<file path="src/common/scir_pkg.sv">
// constants, register map and state type of the serial clock / irq block
// assumes a 32-bit ahb-lite slave with word-aligned registers
package scir_pkg;

    // ------------------------------------------------------------
    // register map: byte address = index * 4
    // ------------------------------------------------------------
    localparam int unsigned  ADDR_LSB      = 2;
    localparam int unsigned  IDX_W         = 4;
    localparam logic [3:0]   IDX_TX_LOW    = 4'h0;
    localparam logic [3:0]   IDX_TX_HIGH   = 4'h1;
    localparam logic [3:0]   IDX_RX        = 4'h2;
    localparam logic [3:0]   IDX_CTRL      = 4'h3;
    localparam logic [3:0]   IDX_IRQ_STAT  = 4'h4;
    localparam logic [3:0]   IDX_IRQ_MASK  = 4'h5;
    localparam logic [2:0]   HSIZE_WORD    = 3'h2;

    // ------------------------------------------------------------
    // field layout and reset values
    // ------------------------------------------------------------
    localparam int unsigned  CTRL_IE_BIT   = 7;
    localparam int unsigned  STAT_BUSY_BIT = 3;
    localparam int unsigned  STAT_ACK_BIT  = 2;
    localparam int unsigned  RATIO_W       = 2;
    localparam logic [1:0]   RATIO_RST     = 2'h0;
    localparam logic         ACK_RST       = 1'b1;
    localparam logic         MASK_RST      = 1'b1;

    // ------------------------------------------------------------
    // frame timing
    // ------------------------------------------------------------
    localparam logic [4:0]   ACK_RISE      = 5'h08;
    localparam logic [4:0]   LAST_RISE     = 5'h10;
    localparam int unsigned  RX_W          = 9;
    localparam int unsigned  TX_W          = 16;

    typedef enum logic [1:0] {
        st_idle  = 2'b00,
        st_shift = 2'b01,
        st_tail  = 2'b10
    } scir_state_type;

endpackage : scir_pkg

</file>
<file path="src/common/scir_div_if.sv">
// link between the frame sequencer and the shift clock divider
// assumes both ends run on hclk
`timescale 1ns/1ps
interface scir_div_if;
    logic       run;
    logic [1:0] ratio;
    logic       sclk;
    logic       fall_tick;
    logic       rise_tick;

    modport ctl (output run, ratio, input sclk, fall_tick, rise_tick);
    modport gen (input run, ratio, output sclk, fall_tick, rise_tick);
endinterface : scir_div_if

</file>
<file path="src/hw/scir_top.sv">
// serial shift clock, frame sequencer and interrupt with ahb-lite regs
// assumes one ahb-lite master, zero-wait slave, hclk as source clock
`timescale 1ns/1ps

// How it works
// - shift clock is source clock divided by 2, 4, 8 or 16
// - source clock comes from resonator or external clock, then divided
// - interrupt enable 1 raises interrupt output when a frame ends and the irq mask bit is 1
// - a word read of the rx or control register drops a raised interrupt output
// - interrupt enable 0 stops frame ends from raising interrupt output
// - under reset output enable, shift clock and data output sit high
// - reset clears busy, sets ack, disables interrupt, selects 1/2
// - control bits 1:0 pick 1/2, 1/4, 1/8, 1/16
// - frame ends one bit after 16th rise; outputs high, busy clear
// - status read returns enable, busy, ack and ratio
module scir_top (
    input  wire logic        hclk,
    input  wire logic        hresetn,
    input  wire logic        hsel,
    input  wire logic [31:0] haddr,
    input  wire logic [1:0]  htrans,
    input  wire logic        hwrite,
    input  wire logic [2:0]  hsize,
    input  wire logic [31:0] hwdata,
    input  wire logic        hready,
    output logic      [31:0] hrdata,
    output logic             hreadyout,
    output logic             hresp,
    input  wire logic        serial_data_in,
    output logic             serial_clk,
    output logic             serial_data_out,
    output logic             serial_oe_n,
    output logic             int_out
);
    scir_div_if dv ();

    scir_pkg::scir_state_type state;
    logic                            take;
    logic                            take_word;
    logic [scir_pkg::IDX_W-1:0]      a_idx;
    logic                            dp_write;
    logic [scir_pkg::IDX_W-1:0]      dp_idx;
    logic                            wr_en;
    logic                            rd_access;
    logic [31:0]                     next_rdata;
    logic                            int_en;
    logic [scir_pkg::RATIO_W-1:0]    ratio;
    logic [7:0]                      tx_high;
    logic [scir_pkg::TX_W-1:0]       shreg;
    logic [scir_pkg::RX_W-1:0]       rx;
    logic [7:0]                      rx_data;
    logic                            ack;
    logic [4:0]                      rise_cnt;
    logic [4:0]                      next_rise;
    logic [3:0]                      tail_cnt;
    logic [3:0]                      tail_m1;
    logic                            start;
    logic                            done;
    logic                            busy;
    logic                            int_pend;
    logic                            int_mask;

    // ------------------------------------------------------------
    // ahb-lite slave
    // ------------------------------------------------------------
    // zero wait states: read data is registered in the address phase
    assign hreadyout = 1'b1;
    assign hresp     = 1'b0;
    assign take      = hsel && htrans[1] && hready;
    assign take_word = take && (hsize == scir_pkg::HSIZE_WORD);
    assign a_idx     = haddr[scir_pkg::ADDR_LSB +: scir_pkg::IDX_W];
    assign wr_en     = dp_write;
    assign rd_access = take_word && !hwrite &&
                       (a_idx == scir_pkg::IDX_RX ||
                        a_idx == scir_pkg::IDX_CTRL);

    always_ff @(posedge hclk or negedge hresetn) begin
        if (!hresetn) begin
            dp_write <= 1'b0;
            dp_idx   <= 4'h0;
        end else begin
            dp_write <= take_word && hwrite;
            dp_idx   <= a_idx;
        end
    end

    // unmapped indexes read as zero and ignore writes
    always_comb begin
        next_rdata = 32'h0000_0000;
        if (a_idx == scir_pkg::IDX_TX_HIGH) begin
            next_rdata[7:0] = tx_high;
        end else if (a_idx == scir_pkg::IDX_RX) begin
            next_rdata[7:0] = rx_data;
        end else if (a_idx == scir_pkg::IDX_CTRL) begin
            next_rdata[scir_pkg::CTRL_IE_BIT]   = int_en;
            next_rdata[scir_pkg::STAT_BUSY_BIT] = busy;
            next_rdata[scir_pkg::STAT_ACK_BIT]  = ack;
            next_rdata[scir_pkg::RATIO_W-1:0]   = ratio;
        end else if (a_idx == scir_pkg::IDX_IRQ_STAT) begin
            next_rdata[0] = int_pend;
        end else if (a_idx == scir_pkg::IDX_IRQ_MASK) begin
            next_rdata[0] = int_mask;
        end
    end

    always_ff @(posedge hclk or negedge hresetn) begin
        if (!hresetn) begin
            hrdata <= 32'h0000_0000;
        end else if (take_word && !hwrite) begin
            hrdata <= next_rdata;
        end
    end

    // ------------------------------------------------------------
    // control register
    // ------------------------------------------------------------
    always_ff @(posedge hclk or negedge hresetn) begin
        if (!hresetn) begin
            int_en <= 1'b0;
            ratio  <= scir_pkg::RATIO_RST;
        end else if (wr_en && dp_idx == scir_pkg::IDX_CTRL) begin
            int_en <= hwdata[scir_pkg::CTRL_IE_BIT];
            ratio  <= hwdata[scir_pkg::RATIO_W-1:0];
        end
    end

    // transmit bytes are only taken while idle, so a frame never tears
    always_ff @(posedge hclk or negedge hresetn) begin
        if (!hresetn) begin
            tx_high <= 8'h00;
        end else if (wr_en && dp_idx == scir_pkg::IDX_TX_HIGH &&
                     state == scir_pkg::st_idle) begin
            tx_high <= hwdata[7:0];
        end
    end

    // ------------------------------------------------------------
    // frame sequencer
    // ------------------------------------------------------------
    assign start     = wr_en && dp_idx == scir_pkg::IDX_TX_LOW &&
                       state == scir_pkg::st_idle;
    assign busy      = (state != scir_pkg::st_idle);
    assign next_rise = rise_cnt + 5'h01;
    // trailing bit lasts one full sclk period
    assign tail_m1   = 4'((5'h02 << ratio) - 5'h01);
    assign done      = (state == scir_pkg::st_tail) && (tail_cnt == tail_m1);
    assign dv.run    = (state == scir_pkg::st_shift);
    assign dv.ratio  = ratio;
    assign serial_clk = dv.sclk;

    scir_div u_div (
        .hclk    (hclk),
        .hresetn (hresetn),
        .dv      (dv.gen)
    );

    always_ff @(posedge hclk or negedge hresetn) begin
        if (!hresetn) begin
            state    <= scir_pkg::st_idle;
            rise_cnt <= 5'h00;
            tail_cnt <= 4'h0;
        end else begin
            case (state)
                scir_pkg::st_idle: begin
                    rise_cnt <= 5'h00;
                    tail_cnt <= 4'h0;
                    if (start) begin
                        state <= scir_pkg::st_shift;
                    end
                end
                scir_pkg::st_shift: begin
                    if (dv.rise_tick) begin
                        rise_cnt <= next_rise;
                        if (next_rise == scir_pkg::LAST_RISE) begin
                            state <= scir_pkg::st_tail;
                        end
                    end
                end
                scir_pkg::st_tail: begin
                    tail_cnt <= tail_cnt + 4'h1;
                    if (done) begin
                        state <= scir_pkg::st_idle;
                    end
                end
                default: begin
                    state <= scir_pkg::st_idle;
                end
            endcase
        end
    end

    // data changes on falling sclk, msb of the high byte first
    always_ff @(posedge hclk or negedge hresetn) begin
        if (!hresetn) begin
            shreg           <= 16'h0000;
            serial_data_out <= 1'b1;
        end else if (start) begin
            shreg           <= {tx_high, hwdata[7:0]};
        end else if (dv.fall_tick) begin
            serial_data_out <= shreg[scir_pkg::TX_W-1];
            shreg           <= {shreg[scir_pkg::TX_W-2:0], 1'b0};
        end else if (done) begin
            serial_data_out <= 1'b1;
        end
    end

    always_ff @(posedge hclk or negedge hresetn) begin
        if (!hresetn) begin
            serial_oe_n <= 1'b1;
        end else if (start) begin
            serial_oe_n <= 1'b0;
        end else if (done) begin
            serial_oe_n <= 1'b1;
        end
    end

    // rises 8..16 are captured: the first is the ack bit
    always_ff @(posedge hclk or negedge hresetn) begin
        if (!hresetn) begin
            rx      <= 9'h000;
            rx_data <= 8'h00;
            ack     <= scir_pkg::ACK_RST;
        end else if (state == scir_pkg::st_shift && dv.rise_tick &&
                     next_rise >= scir_pkg::ACK_RISE) begin
            rx      <= {rx[scir_pkg::RX_W-2:0], serial_data_in};
        end else if (done) begin
            ack     <= rx[scir_pkg::RX_W-1];
            rx_data <= rx[7:0];
        end
    end

    // ------------------------------------------------------------
    // interrupt
    // ------------------------------------------------------------
    // a frame end with interrupt enable 1 in the same cycle as a clear keeps the flag set
    always_ff @(posedge hclk or negedge hresetn) begin
        if (!hresetn) begin
            int_pend <= 1'b0;
        end else if (done && int_en) begin
            int_pend <= 1'b1;
        end else if (rd_access) begin
            int_pend <= 1'b0;
        end else if (wr_en && dp_idx == scir_pkg::IDX_IRQ_STAT &&
                     hwdata[0]) begin
            int_pend <= 1'b0;
        end
    end

    always_ff @(posedge hclk or negedge hresetn) begin
        if (!hresetn) begin
            int_mask <= scir_pkg::MASK_RST;
        end else if (wr_en && dp_idx == scir_pkg::IDX_IRQ_MASK) begin
            int_mask <= hwdata[0];
        end
    end

    assign int_out = int_pend && int_mask;

    // ------------------------------------------------------------
    // checks
    // ------------------------------------------------------------
    property p_int_set;
        @(posedge hclk) disable iff (!hresetn)
        (done && int_en && int_mask &&
         !(wr_en && dp_idx == scir_pkg::IDX_IRQ_MASK)) |=> int_out;
    endproperty
    a_int_set: assert property (p_int_set)
        else $error("interrupt not raised at frame end");

    property p_int_off;
        @(posedge hclk) disable iff (!hresetn)
        (!int_en && !int_pend) |=> !int_out;
    endproperty
    a_int_off: assert property (p_int_off)
        else $error("interrupt rose while disabled");

    property p_int_clr;
        @(posedge hclk) disable iff (!hresetn)
        (rd_access && !done) |=> !int_out;
    endproperty
    a_int_clr: assert property (p_int_clr)
        else $error("read did not clear interrupt");

    property p_write_keeps;
        @(posedge hclk) disable iff (!hresetn)
        (int_pend && take && hwrite && !done &&
         a_idx != scir_pkg::IDX_IRQ_STAT &&
         !(wr_en && dp_idx == scir_pkg::IDX_IRQ_STAT)) |=> int_pend;
    endproperty
    a_write_keeps: assert property (p_write_keeps)
        else $error("write access cleared interrupt");

    property p_idle_high;
        @(posedge hclk) disable iff (!hresetn)
        (state == scir_pkg::st_idle && !$past(start)) |->
            (serial_clk && serial_data_out && serial_oe_n);
    endproperty
    a_idle_high: assert property (p_idle_high)
        else $error("serial pins not high while idle");

    property p_tail;
        @(posedge hclk) disable iff (!hresetn)
        (dv.rise_tick && next_rise == scir_pkg::LAST_RISE &&
         ratio == 2'h0) |=> busy ##1 busy ##1 (!busy && serial_oe_n);
    endproperty
    a_tail: assert property (p_tail)
        else $error("frame end not one bit after last rise");

    property p_fast_div;
        @(posedge hclk) disable iff (!hresetn)
        (dv.run && ratio == 2'h0 && $fell(serial_clk)) |=>
            serial_clk;
    endproperty
    a_fast_div: assert property (p_fast_div)
        else $error("sclk not divided by 2 at ratio 0");

    property p_ack;
        @(posedge hclk) disable iff (!hresetn)
        done |=> (ack == $past(rx[scir_pkg::RX_W-1]) && !busy);
    endproperty
    a_ack: assert property (p_ack)
        else $error("ack bit not captured at frame end");

endmodule : scir_top

</file>
<file path="src/hw/scir_div.sv">
// shift clock divider: sclk = hclk / 2^(ratio+1) while run is high
// assumes hclk is the oscillator or external source clock
`timescale 1ns/1ps
module scir_div (
    input  wire logic   hclk,
    input  wire logic   hresetn,
    scir_div_if.gen     dv
);
    logic [2:0] cnt;
    logic [2:0] half_m1;
    logic       wrap;

    // ------------------------------------------------------------
    // divider
    // ------------------------------------------------------------
    // half period is 1, 2, 4 or 8 source cycles
    assign half_m1 = 3'((4'h1 << dv.ratio) - 4'h1);
    assign wrap    = dv.run && (cnt == half_m1);
    assign dv.fall_tick = wrap && dv.sclk;
    assign dv.rise_tick = wrap && !dv.sclk;

    // idle level is high, so a stopped divider parks sclk high
    always_ff @(posedge hclk or negedge hresetn) begin
        if (!hresetn) begin
            cnt     <= 3'h0;
            dv.sclk <= 1'b1;
        end else if (!dv.run) begin
            cnt     <= 3'h0;
            dv.sclk <= 1'b1;
        end else if (wrap) begin
            cnt     <= 3'h0;
            dv.sclk <= ~dv.sclk;
        end else begin
            cnt     <= cnt + 3'h1;
        end
    end

    property p_half_slow;
        @(posedge hclk) disable iff (!hresetn)
        (dv.run && dv.ratio == 2'h3 && $fell(dv.sclk)) |->
            (!dv.sclk || !dv.run) [*8];
    endproperty
    a_half_slow: assert property (p_half_slow)
        else $error("sclk low phase shorter than 8 cycles at 1/16");

endmodule : scir_div

</file>
<file path="config.mk">
export PLATFORM = sky130hd
export DESIGN_NAME = scir_top
export DESIGN_NICKNAME = d
export VERILOG_FILES = /design/src/common/scir_pkg.sv /design/src/common/scir_div_if.sv /design/src/hw/scir_top.sv /design/src/hw/scir_div.sv
export SDC_FILE = /design/constraint.sdc
export NUM_CORES = 1
export LEC_CHECK = 0
export BUFFER_PORTS_ARGS = -buffer_cell sky130_fd_sc_hd__buf_4
export CORE_MARGIN = 3
export CORE_UTILIZATION = 47
export DETAILED_ROUTE_END_ITERATION = 10
export PLACE_DENSITY_LB_ADDON = 0.08
export SYNTH_ARGS = -nofsm -noshare
export SYNTH_HDL_FRONTEND = slang
export SYNTH_SLANG_ARGS = --single-unit
</file>
<file path="constraint.sdc">
create_clock -name hclk -period 2.3 [get_ports hclk]
set_clock_uncertainty 0.1 [all_clocks]
set_input_delay 0.575 -clock hclk [delete_from_list [all_inputs] [get_ports hclk]]
set_output_delay 0.575 -clock hclk [all_outputs]
set_load 0.02 [all_outputs]
</file>
Yosys cells after proc, flatten, opt, wreduce, memory -nomap -nowiden --
Index checks and enable logic that the tools add are counted.
Word-level totals: memories kept 0, output and inout port bits 38, ROM bits 0, bits in registers 77, memory bits (writable) 0, bits in latches 0
Operators by class: equal/unequal tests 20, $lt $le $gt $ge 1, div/mod/pow operators 0, $add $sub $neg 5, $mul 0, shift operators 2, muxes and demuxes 29, bitwise gates (word level) 3, reduce and logical (&&, ||, !) cells 38
Operators by type and width (number):
- 2-to-1 mux 16 bit | 2
- logical AND 1 bit | 22
- == test 4 x 3 -> 1 bit, second input constant | 4
- 2-to-1 mux 1 bit | 13
- == test 4 x 2 -> 1 bit, second input constant | 3
- 2-to-1 mux 3 bit | 4
- nonzero test 2 bit | 6
- != test 2 bit, second input constant | 5
- one-hot mux 5 bit (2 select lines) | 1
- == test 4 x 1 -> 1 bit, second input constant | 2
- 2-to-1 mux 2 bit | 4
- 2-to-1 mux 8 bit | 1
- one-hot mux 4 bit (2 select lines) | 1
- one-hot mux 2 bit (3 select lines) | 1
- AND reduction 2 bit | 3
- adder 5 x 1 -> 5 bit, second input constant | 1
- == test 5 bit, second input constant | 1
- greater-or-equal comparator 5 x 4 -> 1 bit, second input constant | 1
- 2-to-1 mux 5 bit | 1
- adder 4 x 1 -> 4 bit, second input constant | 1
- == test 4 bit | 1
- zero test 4 bit | 1
- 2-to-1 mux 4 bit | 1
- AND reduction 4 bit | 1
- other kinds (14) | 17

Logic depth before layout (Yosys ltp) --
Gate-level depths: netlist (run 1).
depth in word-level cells 9, gate-level depth with buffers 7, gate-level depth less buffers 5

Hierarchy --
A second synthesis (run 1) with hierarchy kept.
Second synthesis, totals: cell total of the unflattened synthesis 335, area, all modules 3801.1 um^2
Modules (own cells, without submodules):
- scir_top | sequential area each 1831.8 um^2, area an instance 3567.2 um^2, times used 1, cells an instance 313
- scir_div | sequential area each 101.3 um^2, area an instance 234.0 um^2, times used 1, cells an instance 22

Least setup slack after synthesis (run 1) --
OpenSTA, ideal clock, no wires.
path type reg2reg, start register ratio (netlist bit dv.ratio[1]), end register rx[1] (netlist bit), stages on the path, launching flop included 7, arrival 1.980 ns, setup slack 0.096 ns, buffers on the path 2, library setup time 0.125 ns, path through dfrtp_1 -> buf_6 -> or4_4 -> or2_0 -> buf_6 -> a21oi_4 -> mux2_2
On the way: cells in the longest elaborated chain, start to end 7
Ends and longest elaborated chain:
- from (decl) | line scir_top.sv:47 | logic [scir_pkg::RATIO_W-1:0] ratio;
- from (signal assigned) | line scir_top.sv:120 | ratio <= scir_pkg::RATIO_RST;
- from (signal assigned) | line scir_top.sv:123 | ratio <= hwdata[scir_pkg::RATIO_W-1:0];
- << shifter 1 x 2 -> 3 bit | line scir_div.sv:17 | assign half_m1 = 3'((4'h1 << dv.ratio) - 4'h1);
- subtractor 3 x 1 -> 3 bit | line scir_div.sv:17
- == test 3 bit | line scir_div.sv:18 | assign wrap = dv.run && (cnt == half_m1);
- logical AND 1 bit | line scir_div.sv:18
- logical AND 1 bit | line scir_div.sv:20 | assign dv.rise_tick = wrap && !dv.sclk;
- logical AND 1 bit (2 in series) | line scir_top.sv:223 | end else if (state == scir_pkg::st_shift && dv.rise_tick &&
- to (signal assigned) | line scir_top.sv:225 | rx <= {rx[scir_pkg::RX_W-2:0], serial_data_in};
- to (decl) | line scir_top.sv:50 | logic [scir_pkg::RX_W-1:0] rx;
Every way passes these cells. A chain may end at the register's enable or synchronous reset.

Worst setup path in the final report (run 1) --
start register ratio (netlist bit dv.ratio[1]), end register rx[8] (netlist bit)
Same word-level chain as after synthesis.

==> results of run 1 <==
## final cells by class
class,count,area [µm²],area share [%]
tap,102,127.6,2.847
sequential,77,1933,43.12
clock inverter,6,65.06,1.451
timing repair buffer,57,452.9,10.10
inverter,2,7.507,0.1675
clock buffer,10,127.6,2.847
multi-input combinational,262,1769,39.46
## power by group through the flow
stage	Clock, mW	Combinational, mW	Sequential (mW)
2_1_floorplan	0	0.169	1.47
3_3_place_gp	0	0.237	1.47
3_5_place_dp	0	0.240	1.47
4_1_cts	1.03	0.241	1.44
5_1_grt	1.09	0.265	1.45
6_report	1.00	0.238	1.44
## metal layers
layer	wire, µm	track usage [%]	up-vias	part of all wire, %
met5	0	0	-	0
met4	57	6.177	0	0.71
met3	394	3.015	4	4.9
met2	3692	25.41	78	46
met1	3920	26.34	1358	49
li1	-	-	1357	-
## worst min-delay path by stage
stage,startpoint,to,slack [ns],cells after the start
6_report,hresetn,rx[6],0.07,1
5_1_grt,hresetn,rx[6],0.09,1
2_1_floorplan,hresetn,dp_idx[0],0.18,0
3_3_place_gp,hrdata[5],hrdata[5],0.37,2
3_5_place_dp,hrdata[1],hrdata[1],0.38,2
4_1_cts,hresetn,rx_data[6],0.07,1
## logic make-up (layout without fill, tap and decap cells)
kind of cell	count (synthesis)	count (layout)	synth area share [%]
AOI/OAI and AO/OA	89	89	16.35
other	2	26	0.1913
DFF	77	77	49.25
muxes	36	36	10.20
buffers and inverters	49	75	7.969
xor gates and xnor gates	6	6	1.339
adders and majority gates	4	4	1.275
and+or+nand+nor	101	101	13.42
## flip-flops by register name, summed over array words and instances, names as in the netlist
signal and cells:
serial_data_out 1, dp_idx 4, int_pend 1, tail_cnt 4, shreg 16, int_mask 1
rx 9, u_div.dv.sclk 1, tx_high 8, serial_oe_n 1, u_div.cnt 3, rx_data 8
int_en 1, dv.ratio 2, rise_cnt 5, state 2, hrdata 8, dp_write 1
ack 1
## worst max-delay path, cell delays in order, from the launching register on
cell and delay (ns):
dfrtp_1 0.42, or4_4 0.55, or2_0 0.27, a21oi_4 0.37
mux2_2 0.38
## layout by cell type (no fill, tap or decap), types with 3 or more instances in the layout
cell type | synthesis | layout
o21ai_0 | 22 | 22
a21oi_1 | 7 | 7
a22o_1 | 4 | 4
nor2_1 | 13 | 13
o2bb2ai_1 | 3 | 3
o211a_1 | 3 | 3
nor4b_1 | 3 | 3
nor2b_1 | 4 | 4
o211ai_1 | 21 | 21
ha_1 | 4 | 4
clkbuf_8 | 0 | 9
a21boi_0 | 3 | 3
and2_1 | 3 | 3
dfstp_2 | 5 | 5
a22oi_1 | 4 | 4
buf_4 | 26 | 55
nand2_1 | 40 | 40
xnor2_1 | 4 | 4
dfrtp_1 | 72 | 72
mux2_2 | 31 | 31
nand3b_1 | 3 | 3
nand2b_1 | 8 | 8
mux2i_1 | 4 | 4
conb_1 | 2 | 26
o31a_1 | 4 | 4
nand3_1 | 6 | 6
nor3_1 | 5 | 5
==> impl.org, run 1 <==
** Clock tree
- Clock Root Buffer :: clkbuf_8
- Clock edge transition at the registers on the reported setup and hold paths :: 0.08 ns
- Hold Buf Count CTS :: 0
- The clock reaches the later pin of the worst-skew pair after 0.34 ns.
- Count of H-tree levels built during CTS :: 3
- Clock tree from TritonCTS :: yes
- Counting along the longest clock path gives a buffer depth of 2.
- The clock net in this run drives a total of 77 sinks.
- Gates resized during post-CTS repair numbered 0.
- After clock tree synthesis, the setup repair step added 0 buffers.
- Clock tree synthesis inserted a total of 9 buffers.

** STA
- Worst setup margin :: 0.1008 ns
- FMAX :: 454.7 MHz
- Hold Violations, Final :: 0
- In this run the tightest slew margin relative to its limit is 61.39%.
- For the pin with the worst max-slew slack, the measured transition is 0.5742 ns.
- After routing, the total negative slack on setup checks comes to 0 ns.
- Tcrit/Tclk final :: 95.62%
- The total count of max-transition violations in the final report is 0.
- The worst path needs 2.199 ns of the cycle, external delays included.
- Setup violations remaining at the end of the flow were counted as 0.
- Worst hold slack :: 0.07007 ns
- RSZ-0062 raised after global routing :: no

** Synthesis
- The mapped netlist covers 0.003925 mm².
- The Yosys step of the flow raised 0 warnings.
- Among all flip-flop cells after synthesis, the most frequent one is dfrtp_1.
- Of the post-synthesis cell area, the dominant cell type holds 45.90%.
- Sorting the synthesized cells by area gives the leading types as dfrtp_1, mux2_2, buf_4.
- In the synthesized netlist the async set-or-reset flop fraction comes to 100.0%.
- In this run, synthesis produced a sequential element count of 77.
- By instance count, the leading cell after synthesis is dfrtp_1.
- Post-synthesis instance total :: 364
- Summing the sequential cell areas from Yosys gives 49.25% of the chip area.
- dfrtp_1 takes more of the synthesized area than any other cell.
- Mean area per synthesized cell :: 10.78 µm²
- Post-synth cell types :: 54
- Sorting the synthesized cells by how often they occur yields dfrtp_1, nand2_1, mux2_2, buf_4, o21ai_0.
- Counting flops with a built-in enable in the synthesized netlist gives 0.

** Worst hold path
- The path class of the tightest hold or removal check is input pin to asynchronous set/reset pin.

** Worst setup path
- Required arrival time at the worst endpoint :: 2.43 ns
- The most critical setup path has its startpoint at dv.ratio[1].
- Worst R2R End :: rx[8]
- STA classifies the critical path endpoint as a flop.
- Source of the worst register-to-register timing path :: dv.ratio[1]
- The most critical setup path has its endpoint at rx[8].
- Reg2Reg Setup Slack :: 0.10 ns
- Max Fanout on Critical Path :: 9
- The worst register-to-register path has a depth of 4.
- The worst setup path is of the flop to flop kind.
- Startpoint type of the worst setup path :: flop
- Data on the critical path arrives at its endpoint at 2.33 ns.

** Placement
- Buffers placed on the I/O ports in this run total 33.
- Placer Congestion :: 0.7879
- Once detailed placement completed, the half-perimeter wirelength came to 5770 µm.
- Counting tap cells, the placed design contains a total of 500 instances.
- Placed cell area :: 0.004290 mm²
- Minimum setup slack after placement :: 0.07388 ns

** Pwr
- Total Power Consumption :: 2.686 mW
- Internal power summed over all cells :: 2.008 mW
- The worst-case IR drop observed on VDD is 382.1 µV.
- Power density of the placed cells :: 599.2 mW/mm²
- In this run, flip-flops and latches consume 53.8% of the power.
- Switching share of power :: 25.24%
- Static Leak :: 2.053 nW
- The share of total power dissipated in combinational logic is 8.9%.
- The analysis attributes to net switching a power of 0.6781 mW.
- Of the total power, the clock network draws 37.3%.

** Floorplan
- The floorplan step defined a core boundary enclosing 0.007928 mm².
- 113 I/O pins were placed.
- Initial core utilization :: 49.51%
- Height of the die :: 97.39 µm
- In this run the horizontal extent of the chip is 97.39 µm.
- FP Rows :: 32
- The die covers 0.009484 mm².

** Route
- The first detailed-routing pass took 4 iterations.
- After detailed routing, the total wire length is 8065 µm.
- In this run, the number of DRC markers left after iteration 0 of detailed routing was 165.
- After detailed routing, the number of remaining DRC violations is 0.
- The routed layout has 2797 vias.
- Number of vias per cell after detailed routing :: 5.421
- After detailed routing, the average wire length per cell comes to 15.63 µm.
- Once detail routing completed, the nets flagged for antenna violations numbered 0.

** Finish
- From synthesis to final layout, the design area changed by 14.22%.
- After filler insertion, the fill cell instance count of the layout stands at 693.
- Net count of the finished layout :: 488
- Layout Cells excl Fill :: 516
- Finished Cell Area :: 0.004483 mm²
- Fraction of layout cells with a size suffix above 1 :: 27.29%
- The number of antenna diodes in the final layout is 0.
- Final core utilization :: 56.55%

** Global route
- Total grt overflow :: 0
- Global-route wire length before repair :: 13550 µm
- Global routing consumed, over all layers together, 17.50% of the routing resources.
- The number of global-route vias before repair was 2677.
- Pin count of the biggest net entering global routing :: 45
- Antenna violations before repair :: 0

** Run
- Across the run, the number of max-cap violations was 0.

** Outcome
- The flow ran to the end, and the final reports show no timing, DRC or antenna violations.
No activity file was read; power rests on OpenSTA's default activity.
==> run 2, diff against run 1 <==
SYNTH_HIERARCHICAL = 1   (was not set)
==> run 2 against run 1 <==
  * Die area is 3.0% lower
  * Highest routed layer unchanged
  * Sequential share of layout area is 0.47 points higher
  * Wire length is 9.4% lower
  * Flip-flop and latch count stayed put
  * Clock-buffer cell count stayed put
  * Power is 1.6% higher
  * Worst setup slack worse by 0.098 ns
  * Critical path depth is 4 higher
  * Final area is 1.0% lower
  * Critical path type unchanged
  * Synthesized cell count is 8.0% lower
==> impl.org, run 2 <==
** Pwr
- The post-layout total power was 2.728 mW (+1.6%).
- Static Leak :: 2.081 nW (+1.4%)
- Worst voltage drop across the vdd grid :: 320.4 µV (-16%)
- The power density normalized to cell area came to 614.7 mW/mm² (+2.6%).

** Worst setup path
- Max Fanout on Critical Path :: 9 (unchanged)
- STA classifies the critical path endpoint as a flop.
- The number of cells traversed by the worst register-to-register path was 8 (+4).
- The reg2reg setup slack was 0.003 ns (-0.10 ns).
- Source of the worst register-to-register timing path :: dv.ratio[1]
- The worst path arrival time came to 2.43 ns (+0.10 ns).
- Startpoint type of the worst setup path :: flop
- Category of the critical setup timing path :: flop to flop
- Required arrival time at the worst endpoint :: 2.43 ns (about the same)
- Worst R2R End :: rx[0]

** Finish
- Finished Cell Area :: 0.004438 mm² (-1.0%)
- Commonest cells after routing, fill and taps aside :: dfrtp_1, buf_4, mux2_2
- Largest register by flop count :: shreg
- Most frequent standard cell in the layout excluding fill and tap cells :: dfrtp_1
- Antenna cells :: 0 (unchanged)
- Fraction of layout cells with a size suffix above 1 :: 31.27% (+4.0 points)
- Number of flip-flops under the largest register name :: 16 (unchanged)
- The largest registers in the layout are shreg (16), rx (9).
- Syn-to-layout area delta :: 16.75%
- The final layout net count was 461 (-5.5%).

** Clock tree
- Count of H-tree levels built during CTS :: 3 (unchanged)
- Sink count of the clock tree :: 77 (unchanged)
- The clock-pin slew on the worst setup and hold paths was 0.08 ns (about the same).
- The total CTS buffers was 9 (unchanged).
- The clock insertion delay at the later pin of the skew report came to 0.35 ns (about the same).
- Hold Buf Count CTS :: 0 (unchanged)
- The number of buffers on the longest clock path was 2 (unchanged).
- Clock tree from TritonCTS :: yes
- Clock Root Buffer :: clkbuf_8

** Global route
- The wire length of the first global-routing pass was 12230 µm (-9.7%).
- Number of global-route vias before repair :: 2482 (-7.3%)
- The aggregate global-route resource usage was 17.64% (+0.13 points).
- The sum of overflow across all layers after global routing was 0 (unchanged).
- The maximum number of pins on one net before global-route repair came to 51 (+13%).
- Antenna violations before repair :: 0 (unchanged)

** Synthesis
- Main area contributors after synthesis :: dfrtp_1, mux2_2, buf_4
- The average cell area after synthesis came to 11.35 µm² (+5.2%).
- The synthesized flop and latch total came to 77 (unchanged).
- The number of warnings reported in the yosys synthesis log came to 6 (+6).
- The unique cell type count in the Yosys netlist was 57 (+5.6%).
- The async set or reset register ratio after synthesis was 100.0% (unchanged).
- The number of enable flip-flop cells after synthesis is 0 (unchanged).
- Fraction of the yosys area taken by sequential cells :: 50.86% (+1.6 points)
- Post-synthesis instance total :: 335 (-8.0%)
- Flip-flop cell with the highest count after synthesis :: dfrtp_1
- Post-synth design cell area :: 0.003801 mm² (-3.2%)
- Cell taking the most area after synthesis :: dfrtp_1
- Library cell with the highest instance count after synthesis :: dfrtp_1
- The top-area cell type share of the netlist area is 47.40% (+1.5 points).
- Sorting the synthesized cells by how often they occur yields dfrtp_1, mux2_2, buf_4, nor2_1, a21oi_1.

** Placement
- Placer Congestion :: 0.8023 (+1.8%)
- Number of port buffers :: 33 (unchanged)
- Post-detail-place hpwl :: 5111 µm (-11%)
- The cell area after placement was 0.004177 mm² (-2.7%).

** Floorplan
- Full die area :: 0.009203 mm² (-3.0%)
- FP Rows :: 32 (unchanged)
- The horizontal die dimension came to 95.93 µm (-1.5%).
- The height of the chip came to 95.93 µm (-1.5%).
- Initial core utilization :: 48.69% (-0.82 points)
- The number of I/O pins came to 113 (unchanged).
- The placeable core area is 0.007807 mm² (-1.5%).

** Route
- The detailed-routing iteration count for the pre-antenna-repair pass came to 4 (unchanged).
- Number of vias per cell after detailed routing :: 5.188 (-4.3%)
- Antenna violation net count after detailed routing :: 0 (unchanged)
- The final routed DRC violation total was 0 (unchanged).
- Via total after detailed routing :: 2537 (-9.3%)
- Drt wl/cell :: 14.94 µm (-4.4%)
- Post-detailed-routing wire length :: 7304 µm (-9.4%)
- Initial DRC Count :: 98 (-41%)

** STA
- FMAX :: 435.3 MHz (-4.3%)
- Final setup vio count :: 0 (unchanged)
- Final critical-path required period :: 2.297 ns (+0.09804 ns)
- Tcrit/Tclk final :: 99.88% (+4.3 points)
- Setup repair after global routing could not meet its margin everywhere.
- The number of hold violations in the final report is 0 (unchanged).
- The total count of max-transition violations in the final report came to 0 (unchanged).

** Worst hold path
- Type of the tightest min-delay check :: input pin to asynchronous set/reset pin

** Run
- The max-capacitance violation count is 0 (unchanged).

** Outcome
- The run finished with clean final reports.
run 2: cell count changes after synthesis, moves of 7 or more:
cell / delta
nor2_1: +12
o211ai_1: -20
a21oi_1: +15
o21ai_0: -11
nand2_1: -21
mux2i_1: +13
mux2_4: +7
run 2: layout make-up:
| class | count | area (µm²) |
|---|---|---|
| repair buffers | 50 | 412.9 |
| fillers | 700 | 3369 |
| multi-input cells | 236 | 1718 |
| well taps | 102 | 127.6 |
| clock buffers | 10 | 127.6 |
| flip-flops and latches | 77 | 1934 |
| clock inverters | 6 | 87.58 |
| inverters | 8 | 30.03 |
run 2: kinds of logic (layout without fill, tap and decap cells):
| kind of cell | after synthesis | in the layout | share of synthesized area, % |
|---|---|---|---|
| simple gates | 85 | 85 | 12.01 |
| fa+ha+maj | 4 | 4 | 1.317 |
| xor+xnor | 3 | 3 | 0.6914 |
| compound gates | 67 | 67 | 12.21 |
| mux | 51 | 51 | 15.24 |
| other cells | 2 | 26 | 0.1976 |
| buf+inv | 46 | 74 | 7.472 |
| flops | 77 | 77 | 50.86 |
run 2: how the worst max path moves through the flow:
| stage | startpoint | endpoint | slack, ns | cells past startpoint |
|---|---|---|---|---|
| floorplan | dv.ratio[1] | rx[0] | -0.08 | 7 |
| global placement | dv.ratio[1] | rx[7] | -0.005 | 8 |
| detailed placement | u_div/cnt[2] | rx[7] | -0.004 | 8 |
| CTS | dv.ratio[1] | rx[7] | -0.001 | 8 |
| global route | dv.ratio[1] | rx[4] | -0.11 | 8 |
| finish | dv.ratio[1] | rx[0] | 0.003 | 8 |
run 2: routing by layer:
layer / track usage, % / share of wire (%) / vias to the layer above
li1: - / - / 1232
met1: 25.01 / 49 / 1246
met2: 26.93 / 46 / 53
met3: 5.082 / 4.6 / 6
met4: 3.910 / 0.70 / 0
met5: 0 / 0 / -
run 2: stage by stage:
stage / setup TNS [ns] / hold slack [ns] / setup slack (ns) / utilization, % / std cells
floorplan: -0.7066 / 0.1794 / -0.07861 / - / 359
global placement: -0.01989 / 0.3494 / -0.005311 / 53.49 / 472
detailed placement: -0.008507 / 0.3602 / -0.003808 / 53.49 / 472
CTS: -0.001131 / 0.04763 / -0.001131 / 56.35 / 489
global route: -0.8888 / 0.04872 / -0.1067 / 56.84 / 489
finish: 0 / 0.04201 / 0.002712 / 56.84 / 489
run 2: repair_timing:
| item | in CTS | in global routing |
|---|---|---|
| endpoints found under the setup margin | 9 | 14 |
| pin swaps | 1 | 1 |
| gates resized for setup | 0 | 7 |
| buffers inserted | 1 | 1 |
run 2: report_power, final:
group | switching (mW) | internal (mW) | total [mW]
Sequential | 0.0260 | 1.39 | 1.41
Clock | 0.505 | 0.609 | 1.11
Combinational | 0.123 | 0.0777 | 0.201
run 2: critical path, cell delays in order, from the launching register on:
cell and delay, ns:
dfrtp_1 0.40, or3_4 0.40, a21oi_4 0.17, nor2_4 0.06, nor3b_4 0.22, o311ai_2 0.16
a31oi_4 0.20, buf_12 0.15, mux2_2 0.32
==> run 3, diff against run 2 <==
GPL_TIMING_DRIVEN = 0   (was not set)
==> run 3 against run 2 <==
  * The flow now finishes with violations (negative setup slack)
  * Via count increased by 2.6%
  * Sequential share of layout area decreased by 1.5 points
  * Non-clock buffer count increased by 33
  * Global-route usage decreased by 0.84 points
  * Power decreased by 7.2%
  * Cell count increased by 6.7%
  * Register-to-register slack got worse by 0.09 ns
  * Worst setup slack got worse by 0.090 ns
  * Die area unchanged
  * Largest cell class unchanged
  * Flip-flop and latch count unchanged
  * First-iteration DRC count decreased by 32%
  * Combinational power increased by 14%
  * Critical path type unchanged
==> impl.org, run 3 (same netlist as run 2, synthesis figures left out) <==
** Outcome
- Run status :: finished, violations left
- The final reports fail on negative setup slack.

** Clock tree
- The number of hold buffers added after cts came to 0 (unchanged).
- Clock Root Buffer :: clkbuf_8
- The clock-pin slew on the worst setup and hold paths was 0.08 ns (about the same).
- The total CTS buffers came to 9 (unchanged).
- The number of buffers on the longest clock path is 2 (unchanged).
- The number of clock sinks seen by CTS was 77 (unchanged).
- The clock insertion delay at the later pin of the skew report is 0.35 ns (about the same).
- Clock tree from TritonCTS :: yes
- Count of H-tree levels built during CTS :: 3 (unchanged)

** Route
- The number of design-rule violations left by the first detailed-router iteration came to 67 (-32%).
- The number of routed nets with antenna violations came to 0 (unchanged).
- The final routed DRC violation total is 0 (unchanged).
- The number of vias per cell after detailed routing is 4.985 (-3.9%).
- The detail-routed net length per standard cell came to 14.05 µm (-5.9%).
- Via total after detailed routing :: 2602 (+2.6%)
- Post-detailed-routing wire length :: 7336 µm (+0.44%)
- First-pass iteration count of the detailed router :: 4 (unchanged)

** STA
- Setup repair after global routing could not meet its margin everywhere.
- FMAX :: 418.9 MHz (-3.8%)
- Max Transition Viols Final :: 0 (unchanged)
- Relative slew slack :: 35.78%
- For the pin with the worst max-slew slack, the measured transition is 0.9632 ns.
- The worst setup slack after layout was -0.08729 ns (-0.09000 ns).
- Tcrit/Tclk final :: 103.8% (+3.9 points)
- The number of hold violations in the final report is 0 (unchanged).
- The number of failing setup endpoints in the final timing report came to 12 (+12).
- Final critical-path required period :: 2.387 ns (+0.09000 ns)

** Finish
- Fraction of layout cells with a size suffix above 1 :: 36.67% (+5.4 points)
- Commonest cells after routing, fill and taps aside :: buf_4, dfrtp_1, mux2_2
- The final layout net count came to 494 (+7.2%).
- Layout Cells excl Fill :: 522 (+6.7%)
- Largest register by flop count :: shreg
- Finished Cell Area :: 0.004603 mm² (+3.7%)
- Syn-to-layout area delta :: 21.10%
- Number of flip-flops under the largest register name :: 16 (unchanged)
- Registers with the most flip-flops :: shreg (16), rx (9)
- Antenna cells :: 0 (unchanged)
- Leaving out fill and tap cells, the most frequent cell in the layout is buf_4.

** Global route
- The sum of overflow across all layers after global routing came to 0 (unchanged).
- The number of global-route vias before repair is 2382 (-4.0%).
- The wire length of the first global-routing pass was 11750 µm (-3.9%).
- The number of antenna violations at the first check in global routing came to 0 (unchanged).
- The met1 track demand over resource in global routing came to 23.97% (-1.0 points).
- Met2 usage in global routing :: 24.84% (-2.1 points)
- The maximum number of pins on one net before global-route repair came to 78 (+53%).
- The global routing stage identified its most utilized layer as met2.
- Global-route usage over all layers :: 16.80% (-0.84 points)
- The met3 global-route usage is 4.144% (-0.94 points).

** Worst hold path
- Type of the tightest min-delay check :: input pin to flop
- For hold timing, the worst endpoint is dp_idx[0].
- Min-delay src :: haddr[2]
- Along the worst hold path, the cell count comes to 1.

** Floorplan
- Die Span X :: 95.93 µm (unchanged)
- Initial core utilization :: 48.69% (unchanged)
- The number of placement rows came to 32 (unchanged).
- The number of I/O pins was 113 (unchanged).
- Full die area :: 0.009203 mm² (unchanged)
- The placeable core area was 0.007807 mm² (unchanged).
- Height of the die :: 95.93 µm (unchanged)

** Worst setup path
- The required arrival time at the worst endpoint is 2.43 ns (about the same).
- The largest individual stage delay along the critical path comes from the cell dfrtp_2.
- Number of buffer and inverter instances along the worst setup path :: 1 (unchanged)
- Source of the worst register-to-register timing path :: dv.ratio[0]
- Max Fanout on Critical Path :: 9 (unchanged)
- The largest incremental delay on the critical path came to 0.46 ns (+0.06 ns).
- The signal on the critical path passes through nor4bb_2 -> a22o_1 -> nor2_2 -> nor3b_4 -> o311ai_4 -> a31oi_4 -> buf_12 -> mux2_2.
- Number of cells traversed by the worst register-to-register path :: 8 (unchanged)
- STA classifies the critical path endpoint as a flop.
- The worst path arrival time was 2.52 ns (+0.09 ns).
- In this run the critical register-to-register path is captured at rx[2].
- Startpoint type of the worst setup path :: flop
- Category of the critical setup timing path :: flop to flop
- Reg2Reg Setup Slack :: -0.09 ns (-0.09 ns)
- Top Family by Delay on Critical Path :: simple AND/OR/NAND/NOR gates

** Pwr
- Static Leak :: 2.217 nW (+6.5%)
- The maximum vdd drop is 324.6 µV (+1.3%).
- Power density of the placed cells :: 549.8 mW/mm² (-11%)

** Placement
- The post-placement cell count is 494 (+4.7%).
- The count of input and output buffers was 33 (unchanged).
- Post-detail-place hpwl :: 5172 µm (+1.2%)
- Placed cell area :: 0.004273 mm² (+2.3%)
- Placer Congestion :: 0.7637 (-4.8%)

** Run
- Number of max-cap violations :: 0 (unchanged)
## run 3: changes by cell type in the layout (fill, tap and decap cells not counted), sizes merged
cell,delta
bufinv,-2
clkbuf,+5
buf,+28
clkinv,+2
## run 3: through the flow
step           hold WS (ns)  utilization [%]  power (mW)  TNS, ns  setup WS [ns]
2_1_floorplan        0.1794                -       1.569  -0.7066       -0.07861
3_3_place_gp         0.3508            54.73       1.659   -5.679        -0.4168
3_5_place_dp         0.3533            54.73       1.662   -6.798        -0.4536
4_1_cts              0.2422            57.60       2.560  -0.4996       -0.06560
5_1_grt              0.2450            58.96       2.648   -1.903        -0.1605
6_report             0.2596            58.96       2.531  -0.8098       -0.08729
## run 3: report_power, final
group / leakage [nW] / switching, mW / total [mW] / internal, mW
Clock: 0.0783 / 0.498 / 0.888 / 0.389
Sequential: 0.986 / 0.0259 / 1.41 / 1.39
Combinational: 1.15 / 0.128 / 0.230 / 0.102
## run 3: worst register-to-register path: stages (launching register included)
cell and delay [ns]:
dfrtp_2 0.46, nor4bb_2 0.32, a22o_1 0.22, nor2_2 0.08, nor3b_4 0.28, o311ai_4 0.16, a31oi_4 0.19, buf_12 0.15
mux2_2 0.33
## run 3: worst max path at each step
stage,start,endpoint,cells after the start
floorplan,dv.ratio[1],rx[0],7
global placement,dv.ratio[1],rx[3],7
detailed placement,dv.ratio[0],rx[4],7
CTS,dv.ratio[1],rx[3],8
global route,u_div/cnt[1],rx[2],8
finish,dv.ratio[0],rx[2],8
## run 3: final cells by class
class / count / area [µm²]
clock inverters: 6 / 41.29
flip-flops and latches: 77 / 1937
inverters: 8 / 30.03
repair buffers: 46 / 361.6
plain buffers: 37 / 252.7
multi-input cells: 236 / 1725
clock buffers: 10 / 127.6
fillers: 656 / 3204
well taps: 102 / 127.6
## run 3: repair_timing
action	in CTS	in global routing
buffers inserted	5	8
pin swaps	3	2
setup endpoints to repair	23	31
gates resized for setup	3	12
## run 3: per-layer routing
layer | up-vias | wire length (µm)
met5 | - | 0
met4 | 0 | 115
met3 | 9 | 312
met2 | 53 | 3306
met1 | 1242 | 3601
li1 | 1298 | -
